===== src/hpw_pkg.sv =====
package hpw_pkg;

  // ----------------------------------------------------------------
  // register offsets
  // ----------------------------------------------------------------
  localparam logic [7:0] REG_MEM_FMT = 8'h2a;
  localparam logic [7:0] REG_GAMMA_DATA = 8'h32;
  localparam logic [7:0] REG_EFFECTS = 8'h36;
  localparam logic [7:0] REG_WIN_FIRST = 8'h38;
  localparam logic [7:0] REG_WIN_LAST = 8'h46;
  localparam logic [7:0] REG_PIX_LOW = 8'h48;
  localparam logic [7:0] REG_PIX_HIGH = 8'h49;
  localparam logic [7:0] REG_RDADDR0 = 8'h4a;
  localparam logic [7:0] REG_RDADDR1 = 8'h4c;
  localparam logic [7:0] REG_RDADDR2 = 8'h4e;
  localparam logic [7:0] REG_MSB_EXT = 8'h50;
  localparam logic [7:0] REG_VPERIOD = 8'h58;

  // ----------------------------------------------------------------
  // fields, steps and reset values
  // ----------------------------------------------------------------
  localparam logic [7:0] PTR_STEP = 8'h02;
  localparam logic [7:0] EFFECTS_RESET = 8'h00;
  localparam logic [7:0] MEM_FMT_RESET = 8'h00;
  localparam logic [1:0] FMT_18BPP = 2'b00;
  localparam logic [1:0] FMT_16BPP = 2'b01;
  localparam int DB_MSB = 7;
  localparam int DB_LSB = 6;
  localparam logic [1:0] DB_VIDEO = 2'b11;
  localparam int DB_ON_BIT = 6;
  localparam int VPERIOD_BIT = 7;
  localparam logic [19:0] HALF_BASE = 20'h60000;

  // rotation select, low bits of the effects register
  typedef enum logic [1:0] {
    HPW_ROT_0 = 2'b00,
    HPW_ROT_90 = 2'b01,
    HPW_ROT_180 = 2'b11,
    HPW_ROT_270 = 2'b10
  } hpw_rot_t;

endpackage : hpw_pkg


===== src/hpw_host_port.sv =====
`timescale 1ns/1ps
module hpw_host_port
  import hpw_pkg::*;
#(
  parameter logic [9:0] PANEL_W = 10'd352,
  parameter logic [9:0] PANEL_H = 10'd416
) (
  input wire logic clk_i,
  input wire logic rst_b_i,
  input wire logic cs_b_i,
  input wire logic dc_i,
  input wire logic we_b_i,
  input wire logic rd_b_i,
  input wire logic [15:0] data_i,
  output logic [15:0] data_o,
  output logic data_oe_o,
  input wire logic bus_width_strap_i,
  input wire logic vnd_i,
  output logic tearing_sync_output_o,
  output logic mem_wr_o,
  output logic [19:0] mem_addr_o,
  output logic [1:0] mem_be_o,
  output logic [15:0] mem_wdata_o,
  output logic mem_msb_wr_o,
  output logic [19:0] mem_msb_addr_o,
  output logic [1:0] mem_msb_data_o,
  output logic mem_rd_o,
  input wire logic [15:0] mem_rdata_i,
  output logic gamma_wr_o,
  output logic [7:0] gamma_data_o,
  output logic video_from_lower_o,
  output logic [9:0] video_x_first_o,
  output logic [9:0] video_y_first_o,
  output logic [9:0] video_x_last_o,
  output logic [9:0] video_y_last_o
);

  // ----------------------------------------------------------------
  // state
  // ----------------------------------------------------------------
  typedef struct packed {
    logic [7:0] ptr;
    logic [7:0] fx;
    logic [7:0] fmt;
    logic [7:0] msbx;
    logic [7:0][7:0] win;
    logic [23:0] rdaddr;
    logic [9:0] cx;
    logic [9:0] cy;
    logic phase;
    logic we_q;
    logic rd_q;
    logic vnd_q;
    logic strap;
    logic strap_done;
    logic [15:0] dout;
    logic oe;
    logic rd_pend;
    logic mem_wr;
    logic [19:0] mem_addr;
    logic [1:0] mem_be;
    logic [15:0] mem_wdata;
    logic msb_wr;
    logic [19:0] msb_addr;
    logic [1:0] msb_data;
    logic mem_rd;
    logic gamma_wr;
    logic [7:0] gamma_data;
    logic frame_done;
    logic writing;
    logic wr_lower;
    logic vid_lower;
    logic [3:0][9:0] dbw;
  } hpw_state_t;

  hpw_state_t s_reg;
  hpw_state_t s_next;

  // ----------------------------------------------------------------
  // decoded strobes and window geometry
  // ----------------------------------------------------------------
  logic wr_evt;
  logic rd_evt;
  logic on_port;
  logic db_on;
  logic video_mode;
  logic [9:0] xs;
  logic [9:0] ys;
  logic [9:0] xe;
  logic [9:0] ye;
  logic [9:0] dx;
  logic [9:0] dy;
  logic [18:0] pix;
  logic [19:0] wbase;
  logic [7:0] rd_val;
  logic frame_end;

  // falling strobe edges, only while selected
  // chip select gate
  assign wr_evt = !cs_b_i && !we_b_i && s_reg.we_q;
  assign rd_evt = !cs_b_i && !rd_b_i && s_reg.rd_q;
  assign on_port = (s_reg.ptr == REG_PIX_LOW) || (s_reg.ptr == REG_PIX_HIGH);
  assign db_on = s_reg.fx[DB_ON_BIT];
  assign video_mode = (s_reg.fx[DB_MSB:DB_LSB] == DB_VIDEO);
  assign xs = {s_reg.win[1][1:0], s_reg.win[0]};
  assign ys = {s_reg.win[3][1:0], s_reg.win[2]};
  assign xe = {s_reg.win[5][1:0], s_reg.win[4]};
  assign ye = {s_reg.win[7][1:0], s_reg.win[6]};

  // rotation folds into the address, so the host never recomputes offsets
  // hardware address derivation
  always_comb begin
    case (hpw_rot_t'(s_reg.fx[1:0]))
      HPW_ROT_90: begin
        dx = s_reg.cy;
        dy = 10'(PANEL_H - 10'd1 - s_reg.cx);
      end
      HPW_ROT_180: begin
        dx = 10'(PANEL_W - 10'd1 - s_reg.cx);
        dy = 10'(PANEL_H - 10'd1 - s_reg.cy);
      end
      HPW_ROT_270: begin
        dx = 10'(PANEL_W - 10'd1 - s_reg.cy);
        dy = s_reg.cx;
      end
      default: begin
        dx = s_reg.cx;
        dy = s_reg.cy;
      end
    endcase
  end

  // widened before the product, a ten-bit multiply would wrap past row two
  assign pix = 19'(19'(dy) * 19'(PANEL_W) + 19'(dx));
  // video lands over any static overlay in its half
  // static to upper, video to the current write half
  assign wbase = (video_mode && s_reg.wr_lower) ? HALF_BASE : 20'h00000;

  // register read mux, eight bits wide
  always_comb begin
    rd_val = 8'h00;
    if (s_reg.ptr >= REG_WIN_FIRST && s_reg.ptr <= REG_WIN_LAST) begin
      rd_val = s_reg.win[3'(8'(s_reg.ptr - REG_WIN_FIRST) >> 1)];
    end else begin
      case (s_reg.ptr)
        REG_EFFECTS: rd_val = s_reg.fx;
        REG_MEM_FMT: rd_val = s_reg.fmt;
        REG_RDADDR0: rd_val = s_reg.rdaddr[7:0];
        REG_RDADDR1: rd_val = s_reg.rdaddr[15:8];
        REG_RDADDR2: rd_val = s_reg.rdaddr[23:16];
        REG_MSB_EXT: rd_val = s_reg.msbx;
        REG_VPERIOD: rd_val = {s_reg.vnd_q, 7'h00};
        default: rd_val = 8'h00;
      endcase
    end
  end

  // ----------------------------------------------------------------
  // next state
  // ----------------------------------------------------------------
  always_comb begin
    s_next = s_reg;
    s_next.mem_wr = 1'b0;
    s_next.mem_rd = 1'b0;
    s_next.msb_wr = 1'b0;
    s_next.gamma_wr = 1'b0;
    frame_end = 1'b0;
    s_next.we_q = we_b_i;
    s_next.rd_q = rd_b_i;
    s_next.vnd_q = vnd_i;
    s_next.oe = !cs_b_i && !rd_b_i && dc_i;
    // strap caught once, on the first edge after reset release
    if (!s_reg.strap_done) begin
      s_next.strap = bus_width_strap_i;
      s_next.strap_done = 1'b1;
    end
    // memory answer lands one cycle after the read request
    if (s_reg.rd_pend) begin
      s_next.dout = mem_rdata_i;
      s_next.rd_pend = 1'b0;
    end
    // address cycle when the select pin is low
    if (wr_evt && !dc_i) begin
      s_next.ptr = data_i[7:0];
      if (data_i[7:0] == REG_PIX_LOW || data_i[7:0] == REG_PIX_HIGH) begin
        s_next.cx = xs;
        s_next.cy = ys;
        s_next.phase = 1'b0;
      end
    end else if (wr_evt && on_port) begin
      // newer window pixels overwrite older ones
      s_next.mem_wr = 1'b1;
      // byte or word lane per strap
      s_next.mem_addr = 20'(wbase + {pix, 1'b0} + {19'h0, s_reg.phase & !s_reg.strap});
      s_next.mem_be = s_reg.strap ? 2'b11 : (s_reg.phase ? 2'b10 : 2'b01);
      s_next.mem_wdata = s_reg.strap ? data_i : {data_i[7:0], data_i[7:0]};
      if (s_reg.strap || s_reg.phase) begin
        s_next.phase = 1'b0;
        // msb plane kept apart from the low word
        s_next.msb_wr = (s_reg.fmt[1:0] == FMT_18BPP);
        s_next.msb_addr = {video_mode && s_reg.wr_lower, pix};
        s_next.msb_data = s_reg.msbx[1:0];
        // memory address advances across the window
        if (s_reg.cx == xe) begin
          s_next.cx = xs;
          s_next.cy = (s_reg.cy == ye) ? ys : 10'(s_reg.cy + 10'd1);
        end else begin
          s_next.cx = 10'(s_reg.cx + 10'd1);
        end
        if (video_mode) begin
          // only the streaming window is tracked
          if (!s_reg.writing) begin
            s_next.dbw = {ye, xe, ys, xs};
          end
          s_next.writing = 1'b1;
          if (s_reg.cx == xe && s_reg.cy == ye) begin
            s_next.writing = 1'b0;
            s_next.frame_done = 1'b1;
            frame_end = 1'b1;
          end
        end
      end else begin
        s_next.phase = 1'b1;
      end
    end else if (wr_evt && s_reg.ptr == REG_GAMMA_DATA) begin
      // gamma data keeps the pointer for bursts
      s_next.gamma_wr = 1'b1;
      s_next.gamma_data = data_i[7:0];
    end else if (wr_evt) begin
      if (s_reg.ptr >= REG_WIN_FIRST && s_reg.ptr <= REG_WIN_LAST) begin
        s_next.win[3'(8'(s_reg.ptr - REG_WIN_FIRST) >> 1)] = data_i[7:0];
      end
      case (s_reg.ptr)
        REG_EFFECTS: s_next.fx = data_i[7:0];
        REG_MEM_FMT: s_next.fmt = data_i[7:0];
        REG_RDADDR0: s_next.rdaddr[7:0] = data_i[7:0];
        REG_RDADDR1: s_next.rdaddr[15:8] = data_i[7:0];
        REG_RDADDR2: s_next.rdaddr[23:16] = data_i[7:0];
        REG_MSB_EXT: s_next.msbx = data_i[7:0];
        default: s_next.ptr = s_reg.ptr;
      endcase
      s_next.ptr = 8'(s_reg.ptr + PTR_STEP);
      // eighth step lands on the pixel port
      if (8'(s_reg.ptr + PTR_STEP) == REG_PIX_LOW) begin
        s_next.cx = xs;
        s_next.cy = ys;
        s_next.phase = 1'b0;
      end
    end else if (rd_evt && dc_i && on_port) begin
      if (s_reg.fmt[1:0] == FMT_16BPP) begin
        s_next.mem_rd = 1'b1;
        s_next.rd_pend = 1'b1;
        // lsb dropped on a wide bus
        s_next.mem_addr = s_reg.strap ? {s_reg.rdaddr[19:1], 1'b0} : s_reg.rdaddr[19:0];
        s_next.rdaddr = 24'(s_reg.rdaddr + (s_reg.strap ? 24'h000002 : 24'h000001));
      end else begin
        s_next.dout = 16'h0000;
      end
    end else if (rd_evt && dc_i) begin
      s_next.dout = {8'h00, rd_val};
      if (s_reg.ptr != REG_GAMMA_DATA) begin
        s_next.ptr = 8'(s_reg.ptr + PTR_STEP);
      end
    end
    if (!db_on) begin
      // display pointer back to upper at once
      s_next.vid_lower = 1'b0;
      s_next.wr_lower = 1'b1;
      s_next.frame_done = 1'b0;
      s_next.writing = 1'b0;
    end else if (vnd_i && !s_reg.vnd_q && s_reg.frame_done && !s_reg.writing) begin
      // video source follows the completed half
      s_next.vid_lower = s_reg.wr_lower;
      s_next.wr_lower = !s_reg.wr_lower;
      // a frame finishing this same cycle keeps its flag
      s_next.frame_done = frame_end;
    end
  end

  // ----------------------------------------------------------------
  // registers
  // ----------------------------------------------------------------
  always_ff @(posedge clk_i) begin
    if (!rst_b_i) begin
      s_reg <= '0;
      s_reg.fx <= EFFECTS_RESET;
      s_reg.fmt <= MEM_FMT_RESET;
      s_reg.we_q <= 1'b1;
      s_reg.rd_q <= 1'b1;
      s_reg.wr_lower <= 1'b1;
    end else begin
      s_reg <= s_next;
    end
  end

  // outputs straight from the state
  assign data_o = s_reg.dout;
  assign data_oe_o = s_reg.oe;
  assign tearing_sync_output_o = s_reg.vnd_q;
  assign mem_wr_o = s_reg.mem_wr;
  assign mem_addr_o = s_reg.mem_addr;
  assign mem_be_o = s_reg.mem_be;
  assign mem_wdata_o = s_reg.mem_wdata;
  assign mem_msb_wr_o = s_reg.msb_wr;
  assign mem_msb_addr_o = s_reg.msb_addr;
  assign mem_msb_data_o = s_reg.msb_data;
  assign mem_rd_o = s_reg.mem_rd;
  assign gamma_wr_o = s_reg.gamma_wr;
  assign gamma_data_o = s_reg.gamma_data;
  assign video_from_lower_o = s_reg.vid_lower;
  assign video_x_first_o = s_reg.dbw[0];
  assign video_y_first_o = s_reg.dbw[1];
  assign video_x_last_o = s_reg.dbw[2];
  assign video_y_last_o = s_reg.dbw[3];

endmodule : hpw_host_port


===== config.mk =====
export PLATFORM = sky130hd
export DESIGN_NAME = hpw_host_port
export DESIGN_NICKNAME = d
export VERILOG_FILES = /design/src/hpw_pkg.sv /design/src/hpw_host_port.sv
export SDC_FILE = /design/constraint.sdc
export NUM_CORES = 1
export LEC_CHECK = 0
export BUFFER_PORTS_ARGS = -buffer_cell sky130_fd_sc_hd__buf_2
export CORE_MARGIN = 2
export CORE_UTILIZATION = 54
export CTS_CLUSTER_DIAMETER = 50
export DETAILED_ROUTE_END_ITERATION = 10
export PLACE_DENSITY_LB_ADDON = 0.08
export SLEW_MARGIN = 20
export SYNTH_ARGS = -nofsm -noshare
export SYNTH_HDL_FRONTEND = slang
export SYNTH_SLANG_ARGS = --single-unit

===== constraint.sdc =====
create_clock -name clk_i -period 5.75 [get_ports clk_i]
set_input_delay 1.15 -clock clk_i [delete_from_list [all_inputs] [get_ports clk_i]]
set_output_delay 1.15 -clock clk_i [all_outputs]
set_load 0.02 [all_outputs]

==> impl_results.md, run 1 <==
* Final wirelength at 47.0 mm
* Syn Inst Count at 1918
* Post-route design area at between 0.015 and 0.02 mm²
* Mux contribution to synthesized area at a little over a tenth
* Global route total overflow at 0
* Average wire per standard cell at about 20 µm
* Placement Cell Area at 0.0158 mm²
* Highest clock rate at 182 MHz
* Clock buffer depth at 3
* HP Start: mem_addr_o[5]
* Main combinational cell family by area after synthesis: simple AND/OR/NAND/NOR gates
* Core box area at 0.0286 mm²
* Outcome: finished, final reports clean
* Dpl hpwl at 32.6 mm
* Crit. End Element: register
* Total Nets Final at 1987
* Initial antenna violation count at 0
* Setup TNS at 0 ps
* Async SR Flop Fraction at 0%
* Adder-Cell Fraction of Synth Area at 4.23%
* Area leader, netlist: dfxtp_1
* Setup Viol. Count Final at 0
* Hold Path End: mem_addr_o[5]
* Yosys top cell area share at between 30% and 40%
* Crit-path cells: nand2_2 -> mux2i_2 -> ha_2 -> o21ai_0 -> a221o_1 -> ha_1 -> inv_1 -> fa_1 -> inv_1 -> ha_4 -> or4b_1 -> o311a_2 -> or3_4 -> nor2_1 -> xor2_1 -> ha_1 -> inv_1 -> fa_1 -> or3_1 -> nor4_2 -> nor3_1 -> a21oi_1
* Starting density of the core at 54.7%
* Flop2flop setup slack at roughly 250 ps
* Cell mode on critical path: inv_1
* DR pass1 iterations at 8
* Slew at the pin with the worst max-slew slack at approximately 1100 ps
* Post-route DRC violation count at 0
* Setup CP Type: register to register
* Post-synthesis sequential area ratio at 35.7%
* Final Wtd Congestion at between 0.8 and 0.9
* Xor and xnor area share after synthesis at 2.57%
* Synth Warn # at 0
* Hold buffers post-CTS at 0
* Critical Path Start: s_reg[265]
* Compound-gate portion of the synthesized area at 17.0%
* DIE AREA at 0.0304 mm²
* P per Cell Area at about 260 mW/mm²
* Largest net degree at the start of global routing at 132
* Worst VDD drop at 195 µV
* Req. time, crit path at 6190 ps
* Sink Count at 279
* Hold path cells at 2
* Worst hold margin at 449 ps
* Maxcap violations at 0
* Top cells by area, synth: dfxtp_1, mux2i_1, buf_4
* Yosys cell types at around 80
* Reg2reg path depth at 22
* Worst Path Max Fanout at 7
* Clk root buf: clkbuf_16
* Initial DRC count at 1489
* Slew Viols, Final at 0
* Vias per cell at 5.95
* Share of cells above drive strength 1 at 18.0%
* Synth Flop Type: dfxtp_1
* Largest stage delay, worst path at 490 ps
* Static Leak at 6.85 nW
* Fillcell total at 2640
* Clock transition at the registers of the reported paths at roughly 60 ps
* Simple-gate share of the synthesized area at about a fifth
* Most frequent cell after synthesis: dfxtp_1
* Syn Nets at about 2000
* Port-buffer cells at 170
* First-pass GRT wire length at 72.8 mm
* DIE WIDTH at 174 µm
* Io pins at 171
* Slew HR at between 20% and 30%
* Worst hold path class: register to register
* Min Clock Period, post-route at 5500 ps
* Vias in the first global route at 12700
* Number of synthesized flops with an enable pin at 0
* DIE HEIGHT at 174 µm
* H-tree level count at 2
* Vias at 13800
* CP Data Arrival Time at 5940 ps
* Clk_skew at 16.8 ps
* Clk_lat worst skew at 520 ps
* Critical path's slowest cell: fa_1
* Power, Total at about 4.5 mW
* Gr usage total at 30.2%
* Syn Area/Cell at 8.17 µm²
* Synth cell count leaders: dfxtp_1, nor2_1, nand2_1
* CTS buffer count at 36
* Period utilization at 95.7%
* Reg-to-Reg Start: s_reg[265]
* Post-DRT Antenna Nets at 0
* #FFs+latches synth at roughly 280
* CP Launch Type: register
* CTS tree: done
* FF-to-FF End: mem_addr_o[19]
* Fin. Hold Viols at 0
* Layout area overhead at 10.2%
* Synth Cell Area at ~0.016 mm²
* Rows at 62
==> final cells by class <==
cell class,instances,area [µm²],area share (%)
diodes,1,2.50,0.0145
flip-flops and latches,279,5590,32.4
clock inverters,16,220,1.28
inverters,54,208,1.20
repair buffers,213,1220,7.09
clock buffers,50,1080,6.23
well taps,384,480,2.78
multi-input cells,1316,8460,49.0
==> report_power, final <==
group	switching (mW)	total [mW]	internal [mW]
combinational	0.135	0.189	0.0542
clock	0.900	2.40	1.50
sequential	0.0144	1.96	1.94
==> per-stage QoR <==
| stage | setup WS (ps) | util, % | instances |
|---|---|---|---|
| global route | -25.2 | 60.3 | 2312 |
| CTS | 13.2 | 59.9 | 2307 |
| detailed placement | -40.2 | 55.3 | 2241 |
| floorplan | 159 | - | 1918 |
| global placement | 162 | 55.3 | 2241 |
| finish | 248 | 60.3 | 2313 |
==> worst max path at each step <==
stage | slack, ps | cells after the start | to
2_1_floorplan | 160 | 24 | mem_addr_o[19]
3_3_place_gp | 160 | 22 | mem_addr_o[19]
3_5_place_dp | -40 | 22 | mem_addr_o[19]
4_1_cts | 10 | 22 | mem_addr_o[19]
5_1_grt | -30 | 26 | mem_addr_o[19]
6_report | 250 | 22 | mem_addr_o[19]
==> cell usage in the layout, fill, tap and decap left out, types with 16 or more instances in the layout <==
| cell type | count |
|---|---|
| a211oi_1 | 38 |
| nand2_1 | 218 |
| nor2b_1 | 17 |
| mux2i_1 | 120 |
| xor2_1 | 29 |
| o21ai_0 | 61 |
| nor3_1 | 29 |
| buf_2 | 170 |
| ha_1 | 34 |
| a21oi_1 | 156 |
| o211ai_1 | 24 |
| xnor2_1 | 17 |
| inv_1 | 53 |
| buf_4 | 38 |
| nor2_1 | 239 |
| a22oi_1 | 20 |
| nand2b_1 | 16 |
| dfxtp_1 | 275 |
| clkbuf_16 | 39 |
| nand3_1 | 53 |
==> cell families after synthesis <==
logic type	Yosys count
xor+xnor	46
flops	279
compound gates	413
simple gates	660
mux	150
buf+inv	323
fa+ha+maj	47
==> routing by layer <==
| metal | up-vias | wire, µm | global-route usage, % |
|---|---|---|---|
| met1 | 6562 | 20300 | 42.3 |
| met2 | 554 | 21400 | 47.7 |
| met3 | 109 | 3820 | 4.62 |
| li1 | 6546 | - | - |
| met5 | - | 0 | 0 |
| met4 | 0 | 1480 | 10.3 |
==> timing repair <==
action	in CTS	in global routing
buffers inserted	0	4
gates resized for setup	3	15
gates cloned	0	1
setup endpoints to repair	1	1
pin swaps	0	2
==> critical path, delay by kind of cell, from the launching register on <==
kind	cells	cell delay, ps
AO/OA/AOI/OAI	4	780
multiplexers	1	270
flip-flops	1	350
adder cells (fa/ha/maj)	6	1910
buffers and inverters	3	150
AND/OR/NAND/NOR	7	1720
XOR/XNOR	1	210
(Power assumes the default switching activity.)
==> run 2: changes to the inputs <==
--- a/config.mk
+++ b/config.mk
@@ -6,7 +6,6 @@
 export NUM_CORES = 1
 export LEC_CHECK = 0
 export BUFFER_PORTS_ARGS = -buffer_cell sky130_fd_sc_hd__buf_2
-export CORE_MARGIN = 2
 export CORE_UTILIZATION = 54
 export CTS_CLUSTER_DIAMETER = 50
 export DETAILED_ROUTE_END_ITERATION = 10
==> run 2 against run 1 <==
Against the previous run:
- clock-buffer cell count shrank 3
- largest power group unchanged
- clock skew grew 4.7 ps
- critical path type unchanged
- clock power shrank 6%
- setup slack gained 25 ps
==> impl_results.md, run 2 (synthesized netlist as in run 1, its figures left out) <==
* Outcome: finished, final reports clean
* Slew HR at 31.9% (+5.7 points)
* DIE WIDTH at 172 µm (-1.1%)
* Placement Cell Area at 0.0159 mm² (+0.22%)
* DIE AREA at 0.0297 mm² (-2.3%)
* Initial DRC count at 1435 (-3.6%)
* Final Wtd Congestion at 0.893 (+0.53%)
* Fin. Hold Viols at 0 (unchanged)
* Worst Path Max Fanout at 7 (unchanged)
* Vias at 13800 (+0.23%)
* Hold path cells at 2 (unchanged)
* Post-DRT Antenna Nets at 0 (unchanged)
* Reg2reg path depth at 22 (unchanged)
* Gr usage total at 31.5% (+1.3 points)
* Slew Viols, Final at 0 (unchanged)
* CTS buffer count at 34 (-5.6%)
* Dpl ws at 74.9 ps (+115 ps)
* RSZ-0062 raised after global routing: no
* Setup WS post-layout at 273 ps (+25.1 ps)
* Vias per cell at 5.99 (+0.67%)
* Commonest non-fill, non-tap cell in the layout: dfxtp_1
* Setup Viol. Count Final at 0 (unchanged)
* First-pass GRT wire length at 71.5 mm (-1.7%)
* Critical path's slowest cell: fa_1
* P per Cell Area at 256 mW/mm² (-2.6%)
* Total Nets Final at 1990 (+0.15%)
* Switch share at 22.5% (-0.56 points)
* Clk_lat worst skew at 520 ps (about the same)
* Clk root buf: clkbuf_16
* Share of cells above drive strength 1 at 18.0% (-0.024 points)
* Crit-path cells: nand2_2 -> mux2i_2 -> ha_2 -> o21ai_0 -> a221o_1 -> ha_1 -> inv_1 -> fa_1 -> inv_1 -> ha_4 -> or4b_1 -> o311a_2 -> or3_4 -> nor2_1 -> xor2_1 -> ha_1 -> inv_1 -> fa_1 -> or3_1 -> nor4_2 -> nor3_1 -> a21oi_1
* Core box area at 0.0282 mm² (-1.6%)
* Cell mode on critical path: inv_1
* CTS tree: done
* HP Start: mem_addr_o[7]
* Starting density of the core at 55.6% (+0.90 points)
* Fillcell total at 2531 (-4.1%)
* Hold Path End: mem_addr_o[7]
* Sink Count at 279 (unchanged)
* H-tree level count at 2 (unchanged)
* Most frequent cells in the layout: dfxtp_1, nor2_1, nand2_1
* Setup TNS at 0 ps (unchanged)
* Largest stage delay, worst path at 500 ps (about the same)
* Largest net degree at the start of global routing at 100 (-24%)
* ANT cells at 0 (-1)
* FF-to-FF End: mem_addr_o[19]
* Clk_skew at 21.5 ps (+4.68 ps)
* Clock transition at the registers of the reported paths at 60 ps (about the same)
* Io pins at 171 (unchanged)
* Initial antenna violation count at 0 (unchanged)
* Clock power share at 51.2% (-1.6 points)
* Dpl hpwl at 32.7 mm (+0.12%)
* Static Leak at 6.83 nW (-0.30%)
* Combinational power share at 4.3% (about the same)
* Reg-to-Reg Start: s_reg[265]
* Hold buffers post-CTS at 0 (unchanged)
* Highest clock rate at 183 MHz (+0.46%)
* Maxcap violations at 0 (unchanged)
* Setup CP Type: register to register
* CP Data Arrival Time at 5920 ps (-20 ps)
* Power, Total at 4.40 mW (-3.2%)
* Req. time, crit path at 6200 ps (about the same)
* DR pass1 iterations at 7 (-1)
* Final wirelength at 46.9 mm (-0.37%)
* CP Launch Type: register
* Vias in the first global route at 12400 (-2.1%)
* Pint at 3.41 mW (-2.5%)
* P_sw at 0.991 mW (-5.6%)
* DIE HEIGHT at 172 µm (-1.1%)
* Period utilization at 95.3% (-0.44 points)
* Average wire per standard cell at 20.3 µm (about the same)
* Worst hold path class: register to register
* Global route total overflow at 0 (unchanged)
* Port-buffer cells at 170 (unchanged)
* Crit. End Element: register
* Min Clock Period, post-route at 5480 ps (-25.1 ps)
* Clock buffer depth at 3 (unchanged)
* Post-route design area at 0.0172 mm² (-0.58%)
* Sequential share of power at 44.4% (+1.4 points)
* Slew at the pin with the worst max-slew slack at 1020 ps (-90.2 ps)
* Flop2flop setup slack at 270 ps (+30 ps)
* Layout area overhead at 9.59%
* Rows at 61 (-1.6%)
* Worst VDD drop at 160 µV (-18%)
* Post-route DRC violation count at 0 (unchanged)
-- run 2: final cells by class --
| class | count | area, µm² | share of cell area (%) |
|---|---|---|---|
| multi-input cells | 1316 | 8480 | 49.4 |
| flip-flops and latches | 279 | 5590 | 32.6 |
| repair buffers | 218 | 1230 | 7.14 |
| clock buffers | 47 | 1010 | 5.90 |
| well taps | 378 | 473 | 2.76 |
| inverters | 54 | 208 | 1.21 |
| clock inverters | 11 | 174 | 1.01 |
-- run 2: worst max-delay path by stage --
stage / start / end / slack [ps] / depth (start not counted)
final: s_reg[265] / mem_addr_o[19] / 270 / 22
after floorplan: s_reg[264] / mem_addr_o[19] / 160 / 24
after CTS: s_reg[265] / mem_addr_o[19] / 60 / 22
after detailed placement: s_reg[265] / mem_addr_o[19] / 70 / 22
after global placement: s_reg[265] / mem_addr_o[19] / 190 / 22
after global routing: s_reg[264] / mem_addr_o[19] / 1 / 23
-- run 2: power groups by stage --
stage                     Combinational [mW]  Sequential, mW  Clock [mW]
after floorplan                        0.131            1.99           0
after global placement                 0.185            2.00           0
after detailed placement               0.186            2.00           0
after CTS                              0.187            1.95        2.28
after global routing                   0.205            1.96        2.36
final                                  0.190            1.96        2.25
-- run 2: timing repair --
item	CTS	global route
setup endpoints to repair	0	1
hold endpoints to repair	0	0
setup buffers	0	1
gates resized for setup	0	24
-- run 2: worst max-delay path: cells and delay by family (launching register included) --
kind	cells	cell delay [ps]
adders and majority gates	6	1920
AOI/OAI and AO/OA	4	770
xor gates and xnor gates	1	210
muxes	1	270
and+or+nand+nor	7	1730
DFF	1	340
buffers and inverters	3	160
-- run 2: per-layer routing --
layer	track usage [%]	up-vias	routed length (µm)
met4	11.0	0	1370
met5	0	-	0
met3	5.31	105	3810
met1	44.4	6583	20500
met2	48.3	563	21100
li1	-	6552	-
-- run 2: through the flow --
step	std cells	utilization (%)	hold WS, ps
after floorplan	1918	-	417
after global placement	2244	56.4	439
after detailed placement	2244	56.4	443
after CTS	2302	60.6	451
after global routing	2303	60.9	468
final	2303	60.9	449
